$ cat config.mk
export PLATFORM = sky130hd
export DESIGN_NAME = cmpd_top
export DESIGN_NICKNAME = d
export VERILOG_FILES = /design/src/hw/cmpd_pkg.sv /design/src/hw/cmpd_top.sv /design/src/hw/cmpd_fifo.sv /design/src/hw/cmpd_cipher.sv
export SDC_FILE = /design/constraint.sdc
export NUM_CORES = 2
export LEC_CHECK = 0
export CAP_MARGIN = 10
export CORE_ASPECT_RATIO = 0.9
export CORE_MARGIN = 3
export CORE_UTILIZATION = 46
export DETAILED_ROUTE_END_ITERATION = 8
export DONT_BUFFER_PORTS = 1
export REMOVE_ABC_BUFFERS = 1
export SYNTH_ARGS = -nofsm -noshare
export SYNTH_HDL_FRONTEND = slang
export SYNTH_SLANG_ARGS = --single-unit
$ cat constraint.sdc
create_clock -name sys_clk_i -period 25.4 [get_ports sys_clk_i]
set_input_delay 2.54 -clock sys_clk_i [delete_from_list [all_inputs] [get_ports sys_clk_i]]
set_output_delay 2.54 -clock sys_clk_i [all_outputs]
set_load 0.1 [all_outputs]
$ cat src/hw/cmpd_pkg.sv
// shared constants and types of the control-message parser/descrambler
package cmpd_pkg;
  // ****************************************
  // transport packet layout
  // ****************************************
  localparam int unsigned PKT_LEN         = 188;
  localparam logic [7:0]  PKT_LAST        = 8'd187;
  localparam logic [7:0]  IDX_PID_HI      = 8'd1;
  localparam logic [7:0]  IDX_PID_LO      = 8'd2;
  localparam logic [7:0]  IDX_CTRL        = 8'd3;
  localparam logic [7:0]  IDX_AF_LEN      = 8'd4;
  localparam logic [7:0]  PAY_NO_AF       = 8'd4;
  localparam logic [7:0]  PAY_AF_BASE     = 8'd5;
  localparam int unsigned PUSI_BIT        = 6;
  localparam logic [12:0] TABLE_PID_LIMIT = 13'h0020;
  localparam logic [1:0]  TSC_ODD         = 2'h3;
  // ****************************************
  // control-message section layout
  // ****************************************
  localparam logic [12:0] SEC_LEN_HI  = 13'd1;
  localparam logic [12:0] SEC_LEN_LO  = 13'd2;
  localparam logic [12:0] OFS_PROTO   = 13'd8;
  localparam logic [12:0] OFS_GROUP   = 13'd9;
  localparam logic [12:0] OFS_WKEY    = 13'd10;
  localparam logic [12:0] OFS_ODD     = 13'd11;
  localparam logic [12:0] OFS_EVEN    = 13'd19;
  localparam logic [12:0] OFS_PTYPE   = 13'd27;
  localparam logic [12:0] OFS_DTIME   = 13'd28;
  localparam logic [12:0] OFS_REC     = 13'd33;
  localparam logic [12:0] FIXED_END   = 13'd34;
  localparam logic [12:0] MAC_FROM_END = 13'd5;
  localparam logic [12:0] MAC_TO_END  = 13'd2;
  localparam logic [12:0] SEC_LAST_ADJ = 13'd2;
  localparam logic [31:0] CRC_POLY    = 32'h04C11DB7;
  localparam logic [31:0] CRC_INIT    = 32'hFFFFFFFF;
  // ****************************************
  // cipher, fifo depth and state encodings
  // ****************************************
  localparam logic [3:0]  BLK_BYTES = 4'd8;
  localparam int unsigned ROT_A     = 1;
  localparam int unsigned ROT_B     = 4;
  localparam int unsigned FIFO_DEPTH = 4;
  typedef enum logic {ST_WAIT, ST_PKT} cmpd_state_t;
  typedef enum logic [1:0] {SP_IDLE, SP_PTR, SP_SEC} cmpd_sec_t;
endpackage

$ cat src/hw/cmpd_top.sv
// control-message parser and per-packet payload descrambler
`timescale 1ns/10ps
module cmpd_top
  import cmpd_pkg::*;
(
  input  wire logic         sys_clk_i,
  input  wire logic         srst_i,
  input  wire logic [12:0]  ecm_pid_i,
  input  wire logic [255:0] sys_key_i,
  input  wire logic         in_valid_i,
  input  wire logic         in_sop_i,
  input  wire logic [7:0]   in_data_i,
  output logic              in_ready_o,
  output logic              out_valid_o,
  output logic              out_sop_o,
  output logic [7:0]        out_data_o,
  input  wire logic         out_ready_i,
  output logic              ecm_valid_o,
  output logic              crc_err_o,
  output logic [7:0]        protocol_o,
  output logic [7:0]        group_id_o,
  output logic [7:0]        work_key_id_o,
  output logic [63:0]       odd_key_o,
  output logic [63:0]       even_key_o,
  output logic [7:0]        prog_type_o,
  output logic [39:0]       date_time_o,
  output logic [7:0]        rec_ctrl_o,
  output logic [31:0]       mac_o
);
  // crc-32 over one byte, msb first
  function automatic logic [31:0] crc_byte(input logic [31:0] c,
                                           input logic [7:0]  b);
    logic [31:0] r;
    r = c;
    for (int i = 7; i >= 0; i--) begin
      r = {r[30:0], 1'b0} ^ ((r[31] ^ b[i]) ? CRC_POLY : 32'h0);
    end
    return r;
  endfunction

  // ****************************************
  // state
  // ****************************************
  cmpd_state_t st_q, st_d;
  cmpd_sec_t   sp_q, sp_d;
  logic [7:0]  idx_q, idx_d, pay_q, pay_d, skip_q, skip_d;
  logic [12:0] pid_q, pid_d, si_q, si_d, slen_q, slen_d;
  logic        pusi_q, pusi_d, afc_q, afc_d, scr_q, scr_d;
  logic        first_q, first_d, emit_q, emit_d;
  logic [63:0] pkey_q, pkey_d, blk_q, blk_d, ob_q, ob_d;
  logic [63:0] chain_q, chain_d, odd_sh_q, odd_sh_d;
  logic [63:0] even_sh_q, even_sh_d, odd_d, even_d;
  logic [3:0]  bcnt_q, bcnt_d, en_q, en_d;
  logic [31:0] crc_q, crc_d, mac_d;
  logic        ecmv_d, crce_d;
  logic [7:0]  prot_d, grp_d, wk_d, pt_d, rc_d;
  logic [39:0] dt_d;
  logic        acc, pay, to_blk, last, is_ecm;
  logic        f_vld, f_rdy;
  logic [8:0]  f_dat;
  logic [63:0] blk_full, c_in, c_out;

  // ****************************************
  // byte routing
  // ****************************************
  assign last     = (idx_q == PKT_LAST);
  assign pay      = afc_q && (idx_q >= pay_q) && (idx_q > IDX_CTRL);
  assign to_blk   = scr_q && pay;
  assign is_ecm   = (pid_q == ecm_pid_i);
  assign blk_full = {blk_q[55:0], in_data_i};
  // stall while a block drains, or when the fifo is full for direct bytes
  assign in_ready_o = !emit_q && (to_blk || f_rdy);
  assign acc = in_valid_i && in_ready_o;
  assign f_vld = emit_q || (acc && !to_blk && !(st_q == ST_WAIT &&
                 !in_sop_i));
  assign f_dat = emit_q ? {1'b0, ob_q[63:56]} :
                 {(st_q == ST_WAIT) || in_sop_i, in_data_i};
  // full block substituted, short tail xored with chained keystream
  assign c_in = (bcnt_q == BLK_BYTES - 4'd1) ? blk_full : chain_q;

  cmpd_cipher #(.ROUNDS(8)) u_ciph (
    .blk_i (c_in),
    .key_i (pkey_q),
    .sys_i (sys_key_i),
    .blk_o (c_out)
  );

  cmpd_fifo #(.W(9), .D(FIFO_DEPTH)) u_fifo (
    .sys_clk_i   (sys_clk_i),
    .srst_i      (srst_i),
    .in_valid_i  (f_vld),
    .in_data_i   (f_dat),
    .in_ready_o  (f_rdy),
    .out_valid_o (out_valid_o),
    .out_data_o  ({out_sop_o, out_data_o}),
    .out_ready_i (out_ready_i)
  );

  // ****************************************
  // next-state logic
  // ****************************************
  always_comb begin
    st_d = st_q; sp_d = sp_q; idx_d = idx_q; pay_d = pay_q;
    skip_d = skip_q; pid_d = pid_q; si_d = si_q; slen_d = slen_q;
    pusi_d = pusi_q; afc_d = afc_q; scr_d = scr_q; first_d = first_q;
    emit_d = emit_q; pkey_d = pkey_q; blk_d = blk_q; ob_d = ob_q;
    chain_d = chain_q; bcnt_d = bcnt_q; en_d = en_q; crc_d = crc_q;
    odd_sh_d = odd_sh_q; even_sh_d = even_sh_q; odd_d = odd_key_o;
    even_d = even_key_o; mac_d = mac_o; ecmv_d = 1'b0;
    crce_d = crc_err_o; prot_d = protocol_o; grp_d = group_id_o;
    wk_d = work_key_id_o; pt_d = prog_type_o; dt_d = date_time_o;
    rc_d = rec_ctrl_o;
    // drain the output block one byte per fifo slot
    if (emit_q && f_rdy) begin
      ob_d = {ob_q[55:0], 8'h00};
      en_d = en_q - 4'd1;
      emit_d = (en_q != 4'd1);
    end
    if (acc) begin
      case (st_q)
        ST_WAIT: begin
          if (in_sop_i) begin
            st_d = ST_PKT;
            idx_d = 8'd1;
          end
        end
        default: begin
          idx_d = last ? 8'd0 : idx_q + 8'd1;
          if (last) begin
            st_d = ST_WAIT;
          end
          if (idx_q == IDX_PID_HI) begin
            pusi_d = in_data_i[PUSI_BIT];
            pid_d[12:8] = in_data_i[4:0];
          end
          if (idx_q == IDX_PID_LO) begin
            pid_d[7:0] = in_data_i;
          end
          if (idx_q == IDX_CTRL) begin
            afc_d = in_data_i[4];
            pay_d = in_data_i[5] ? PAY_AF_BASE : PAY_NO_AF;
            // tables and control messages are never descrambled
            scr_d = in_data_i[7] && (pid_q >= TABLE_PID_LIMIT) &&
                    !is_ecm;
            pkey_d = (in_data_i[7:6] == TSC_ODD) ? odd_key_o
                                                 : even_key_o;
            bcnt_d = 4'd0;
            chain_d = 64'h0;
            first_d = 1'b1;
          end
          if (idx_q == IDX_AF_LEN && pay_q == PAY_AF_BASE) begin
            pay_d = PAY_AF_BASE + in_data_i;
          end
          // gather scrambled payload into 64-bit blocks
          if (to_blk) begin
            blk_d = blk_full;
            bcnt_d = bcnt_q + 4'd1;
            if (bcnt_q == BLK_BYTES - 4'd1) begin
              ob_d = c_out;
              chain_d = last ? 64'h0 : blk_full;
              en_d = BLK_BYTES;
              emit_d = 1'b1;
              bcnt_d = 4'd0;
            end else if (last) begin
              // xor with keystream, then left-align the tail
              ob_d = (blk_full ^ c_out) <<
                     (6'(BLK_BYTES - 4'd1 - bcnt_q) * 6'd8);
              en_d = bcnt_q + 4'd1;
              emit_d = 1'b1;
              bcnt_d = 4'd0;
              chain_d = 64'h0;
            end
          end
          // section extraction on the control-message pid
          if (is_ecm && pay) begin
            first_d = 1'b0;
            if (first_q && pusi_q) begin
              skip_d = in_data_i;
              sp_d = (in_data_i == 8'd0) ? SP_SEC : SP_PTR;
              si_d = 13'd0;
              crc_d = CRC_INIT;
            end else begin
              case (sp_q)
                SP_PTR: begin
                  skip_d = skip_q - 8'd1;
                  if (skip_q == 8'd1) begin
                    sp_d = SP_SEC;
                  end
                end
                SP_SEC: begin
                  crc_d = crc_byte(crc_q, in_data_i);
                  si_d = si_q + 13'd1;
                  if (si_q == SEC_LEN_HI) begin
                    slen_d[11:8] = in_data_i[3:0];
                  end
                  if (si_q == SEC_LEN_LO) begin
                    slen_d[7:0] = in_data_i;
                  end
                  if (si_q == OFS_PROTO) prot_d = in_data_i;
                  if (si_q == OFS_GROUP) grp_d = in_data_i;
                  if (si_q == OFS_WKEY) wk_d = in_data_i;
                  if (si_q >= OFS_ODD && si_q < OFS_EVEN) begin
                    odd_sh_d = {odd_sh_q[55:0], in_data_i};
                  end
                  if (si_q >= OFS_EVEN && si_q < OFS_PTYPE) begin
                    even_sh_d = {even_sh_q[55:0], in_data_i};
                  end
                  if (si_q == OFS_PTYPE) pt_d = in_data_i;
                  if (si_q >= OFS_DTIME && si_q < OFS_REC) begin
                    dt_d = {date_time_o[31:0], in_data_i};
                  end
                  if (si_q == OFS_REC) rc_d = in_data_i;
                  // tamper code sits just ahead of the crc
                  if (si_q >= FIXED_END &&
                      si_q >= slen_q - MAC_FROM_END &&
                      si_q <= slen_q - MAC_TO_END) begin
                    mac_d = {mac_o[23:0], in_data_i};
                  end
                  if (si_q > SEC_LEN_LO &&
                      si_q == slen_q + SEC_LAST_ADJ) begin
                    sp_d = SP_IDLE;
                    ecmv_d = 1'b1;
                    crce_d = (crc_byte(crc_q, in_data_i) != 32'h0);
                    if (crc_byte(crc_q, in_data_i) == 32'h0) begin
                      odd_d = odd_sh_q;
                      even_d = even_sh_q;
                    end
                  end
                end
                default: begin
                end
              endcase
            end
          end
        end
      endcase
    end
  end

  // ****************************************
  // registers
  // ****************************************
  always_ff @(posedge sys_clk_i) begin
    if (srst_i) begin
      st_q <= ST_WAIT; sp_q <= SP_IDLE; idx_q <= '0; pay_q <= '0;
      skip_q <= '0; pid_q <= '0; si_q <= '0; slen_q <= '0;
      pusi_q <= 1'b0; afc_q <= 1'b0; scr_q <= 1'b0; first_q <= 1'b0;
      emit_q <= 1'b0; pkey_q <= '0; blk_q <= '0; ob_q <= '0;
      chain_q <= '0; bcnt_q <= '0; en_q <= '0; crc_q <= CRC_INIT;
      odd_sh_q <= '0; even_sh_q <= '0; odd_key_o <= '0;
      even_key_o <= '0; mac_o <= '0; ecm_valid_o <= 1'b0;
      crc_err_o <= 1'b0; protocol_o <= '0; group_id_o <= '0;
      work_key_id_o <= '0; prog_type_o <= '0; date_time_o <= '0;
      rec_ctrl_o <= '0;
    end else begin
      st_q <= st_d; sp_q <= sp_d; idx_q <= idx_d; pay_q <= pay_d;
      skip_q <= skip_d; pid_q <= pid_d; si_q <= si_d; slen_q <= slen_d;
      pusi_q <= pusi_d; afc_q <= afc_d; scr_q <= scr_d;
      first_q <= first_d; emit_q <= emit_d; pkey_q <= pkey_d;
      blk_q <= blk_d; ob_q <= ob_d; chain_q <= chain_d;
      bcnt_q <= bcnt_d; en_q <= en_d; crc_q <= crc_d;
      odd_sh_q <= odd_sh_d; even_sh_q <= even_sh_d; odd_key_o <= odd_d;
      even_key_o <= even_d; mac_o <= mac_d; ecm_valid_o <= ecmv_d;
      crc_err_o <= crce_d; protocol_o <= prot_d; group_id_o <= grp_d;
      work_key_id_o <= wk_d; prog_type_o <= pt_d; date_time_o <= dt_d;
      rec_ctrl_o <= rc_d;
    end
  end
endmodule

$ cat src/hw/cmpd_fifo.sv
// small synchronous fifo with valid/ready on both sides
`timescale 1ns/10ps
module cmpd_fifo
  import cmpd_pkg::*;
#(
  parameter int unsigned W = 9,
  parameter int unsigned D = 4
) (
  input  wire logic         sys_clk_i,
  input  wire logic         srst_i,
  input  wire logic         in_valid_i,
  input  wire logic [W-1:0] in_data_i,
  output logic              in_ready_o,
  output logic              out_valid_o,
  output logic [W-1:0]      out_data_o,
  input  wire logic         out_ready_i
);
  localparam int unsigned AW = (D > 1) ? $clog2(D) : 1;
  logic [W-1:0] mem_q [D];
  logic [AW-1:0] wp_q, wp_d, rp_q, rp_d;
  logic [AW:0]   cnt_q, cnt_d;
  logic          push, pop;

  // honest full and empty from the count
  assign in_ready_o  = (cnt_q != (AW + 1)'(D));
  assign out_valid_o = (cnt_q != '0);
  assign out_data_o  = mem_q[rp_q];
  assign push = in_valid_i && in_ready_o;
  assign pop  = out_valid_o && out_ready_i;

  // ****************************************
  // pointers
  // ****************************************
  always_comb begin
    wp_d  = wp_q;
    rp_d  = rp_q;
    if (push) begin
      wp_d = (wp_q == AW'(D - 1)) ? '0 : wp_q + 1'b1;
    end
    if (pop) begin
      rp_d = (rp_q == AW'(D - 1)) ? '0 : rp_q + 1'b1;
    end
    cnt_d = cnt_q + (AW + 1)'(push) - (AW + 1)'(pop);
  end

  always_ff @(posedge sys_clk_i) begin
    if (srst_i) begin
      wp_q  <= '0;
      rp_q  <= '0;
      cnt_q <= '0;
    end else begin
      wp_q  <= wp_d;
      rp_q  <= rp_d;
      cnt_q <= cnt_d;
    end
  end

  // storage needs no reset
  always_ff @(posedge sys_clk_i) begin
    if (push) begin
      mem_q[wp_q] <= in_data_i;
    end
  end
endmodule

$ cat src/hw/cmpd_cipher.sv
// block transform: halves, rotations and or-mixing, key and system variable
`timescale 1ns/10ps
module cmpd_cipher
  import cmpd_pkg::*;
#(
  parameter int unsigned ROUNDS = 8
) (
  input  wire logic [63:0]  blk_i,
  input  wire logic [63:0]  key_i,
  input  wire logic [255:0] sys_i,
  output logic [63:0]       blk_o
);
  // circular left rotation of a 32-bit word
  function automatic logic [31:0] rotl(input logic [31:0] x,
                                       input int unsigned s);
    return (x << s) | (x >> (32 - s));
  endfunction

  logic [31:0] l_w [ROUNDS+1];
  logic [31:0] r_w [ROUNDS+1];

  // split into left and right halves
  assign l_w[0] = blk_i[63:32];
  assign r_w[0] = blk_i[31:0];

  // ****************************************
  // rounds: feistel form keeps every step reversible
  // ****************************************
  for (genvar g = 0; g < ROUNDS; g++) begin : g_rnd
    logic [31:0] sub_k, f_v;
    assign sub_k = sys_i[32*(g%8) +: 32] ^
                   ((g % 2 == 1) ? key_i[63:32] : key_i[31:0]);
    assign f_v = rotl(r_w[g] + sub_k, ROT_A) ^
                 (rotl(r_w[g], ROT_B) | sub_k);
    assign l_w[g+1] = r_w[g];
    assign r_w[g+1] = l_w[g] ^ f_v;
  end

  // halves rejoined by concatenation
  assign blk_o = {l_w[ROUNDS], r_w[ROUNDS]};
endmodule

==> results.py <==
metrics = {
    "logic_synthesis": {
        "yosys.area.top_type_share_pct": 23.7,
        "syn_area_per_cell_um2": 8.18,
        "ys_top_cells_by_area": "dfxtp_1 (24%), xnor2_1 (7.4%), ha_1 (6.1%)",
        "netlist_area_um2": 62400,
        "synth-edff-count": 36,
        "yosysSeqAreaShare_pct": 25.4,
        "ys_ff_latch": 773,
        "async_flop_share_pct": 0,
        "synth_top_area_cell": "dfxtp_1",
        "synthCells": 7625,
        "yosys_most_used_dff": "dfxtp_1",
        "synth_warnings": 0,
        "synthDistinctLibCells": 139,
    },
    "global_route": {
        "antenna_found_initial": 34,
        "track_usage_pct": 44.4,
        "grt_max_degree": 683,
        "grt_pass1_vias": 61600,
        "grt_first_pass_wirelength_um": 450000,
        "grt_overflow": 0,
    },
    "flow_run": {
        "drv_cap": 0,
    },
    "worst_setup_path": {
        "startpoint_type": "primary input",
        "crit_arrival_ps": 25220,
        "slowest_stage": "or4b_2",
        "path_common_cell": "a21o_1",
        "crit_path_end_kind": "register",
        "max_stage_delay_ps": 620,
        "critPathMaxFanout": 22,
        "crit_required_ps": 25980,
        "crit_type": "primary input to register",
    },
    "place": {
        "port_buffers": 0,
        "dpl.hpwl_um": 267000,
        "placed_area_um2": 75700,
        "pre_cts_ws_ps": -2330,
        "gp_congestion": 1.13,
    },
    "floorplan": {
        "die_w_um": 394,
        "fp.dieArea_um2": 140000,
        "pin_count": 535,
        "coreArea_um2": 134000,
        "start_util_pct": 46.6,
        "row_count": 127,
        "die_height_um": 355,
    },
    "clock_network": {
        "cts.sinks": 773,
        "h-tree-depth": 3,
        "worstSkewPairLatency_ps": 750,
        "cts_made_buffers": 82,
        "tritoncts": "done",
        "path_clk_slew_ps": 60,
        "cts_root_buffer": "clkbuf_16",
        "hold_buffers": 0,
        "clockBufferDepth": 3,
    },
    "timing": {
        "fin_worst_skew_ps": 85.0,
        "finalWorstSetupSlack_ps": 762,
        "slew_violations": 243,
        "min_period_ps": 24640,
        "timing.final.hold_violations": 0,
        "setup_violations": 0,
        "fmax_mhz": 40.6,
        "max-slew-margin-rel_pct": -34.8,
        "fin_crit_sh_pct": 97.0,
        "worst_pin_slew_ps": 2020,
    },
    "drt": {
        "vias": 66600,
        "wl_per_cell_um": 30.0,
        "drt_first_pass_iters": 9,
        "drtIter0Drc": 8123,
        "avgViaCountPerCell": 6.14,
        "drcViolationCount": 5,
        "wirelength_um": 326000,
        "antenna_left": 0,
    },
    "cells_and_area": {
        "layout.nets": 9546,
        "area_delta_synth_final_pct": 27.3,
        "drive_gt1_share_pct": 23.8,
        "design_area_um2": 79400,
        "n_fill_cell": 12200,
    },
    "min_path": {
        "hold_class": "register to register",
    },
    "status": {
        "violations": "DRC, slew limit",
        "run_status": "finished with violations",
    },
}
## final cells by class
cell class              instances  area [µm²]  area share (%)
clock inverters                42         639           0.805
clock buffers                 110        2330            2.93
repair buffers               1673       12800            16.1
multi-input cells            6168       44500            56.1
diodes                         24        60.1          0.0756
flip-flops and latches        773       15800            19.9
well taps                    1806        2260            2.85
inverters                     252         946            1.19
## Yosys cell counts, drive strengths merged (43+ instances only)
cell type,number
a211oi,72
a21o,122
a21oi,572
a22oi,89
a311oi,84
a31oi,48
and2,60
and3,56
buf,65
clkbuf,367
dfxtp,737
ha,306
inv,251
mux2i,360
nand2,887
nand2b,57
nand3,239
nand4,63
nor2,790
nor2b,53
nor3,130
nor4,53
o211ai,55
o21a,66
o21ai,246
o22ai,54
or2,43
or3,46
xnor2,539
xnor3,108
xor2,412
## worst max-delay path: cells and delay by family
kind	cells	cell delay [ps]
compound gates	62	12170
xor+xnor	15	3810
buf+inv	11	1520
simple gates	14	2870
fa+ha+maj	9	2200
## timing repair
action                     in CTS  in global routing
buffers inserted                8                  8
resized for setup              48                 90
setup endpoints to repair      54                 57
pin swaps                      21                 56
## flip-flops by register name, indices dropped and copies added (netlist names), 12 cells and up, named ones only
register	cells
chain_q	64
even_key_o	64
even_sh_q	64
ob_q	64
odd_key_o	64
odd_sh_q	64
pkey_q	64
blk_q	56
date_time_o	40
u_fifo.mem_q	36
crc_q	32
mac_o	32
pid_q	13
si_q	13
slen_q	12
## final timing paths
kind	startpoint	end	slack [ps]	cells past startpoint
setup / recovery	in_data_i[4]	ob_q[32]	760	111
hold reg to reg	odd_sh_q[18]	odd_sh_q[26]	440	2
hold / removal	odd_sh_q[18]	odd_sh_q[26]	440	2
setup reg to reg	bcnt_q[0]	ob_q[32]	1570	113
## cells by family (layout without fill, tap and decap cells)
kind of cell	after synthesis	count (layout)	share of synthesized area (%)
compound gates	1768	1768	19.2
xor+xnor	1085	1085	18.5
fa+ha+maj	314	314	6.40
buf+inv	684	2077	4.28
flops	773	773	25.4
mux	397	397	6.80
other cells	0	24	0
simple gates	2604	2604	19.5
## metal layers
layer / GRT usage, % / vias up / part of all wire, %
li1: - / 29800 / -
met1: 56.0 / 32100 / 39
met2: 65.1 / 3888 / 41
met3: 14.9 / 794 / 13
met4: 27.4 / 30 / 7.5
met5: 0 / - / 0.070
## stage by stage
| step | util [%] | hold slack, ps | TNS [ps] | instances |
|---|---|---|---|---|
| detailed placement | 56.5 | 447 | -99910 | 10700 |
| global placement | 56.5 | 442 | -76550 | 10700 |
| finish | 59.3 | 443 | 0 | 10800 |
| global route | 59.3 | 470 | -249 | 10800 |
| floorplan | - | 426 | -30.4 | 7193 |
| CTS | 58.9 | 440 | 0 | 10800 |
## cells in the final DEF (no fill, tap or decap), types with 34 or more instances in the layout
cell type     n
nor4_1       47
xor2_1      404
o211ai_1     53
o21ai_0     205
clkbuf_16    82
edfxtp_1     36
o22ai_1      53
nand3_1     235
nor3_1      119
a311oi_1     82
a211oi_1     62
mux2i_1     353
xnor2_1     518
ha_1        298
and3_1       52
a21o_1      121
and2_1       52
a22oi_1      89
a21oi_1     546
inv_1       246
o21a_1       66
or3_1        44
o21bai_1     40
nand2_1     882
dfxtp_1     734
nand4_1      62
xnor3_1     100
nor2_1      777
buf_4      1651
or2_2        34
nor2b_1      51
a31oi_1      44
nand2b_1     55
Power is not shown: default switching activity piles up to over one toggle a cycle in this logic, so the estimate is an artifact.
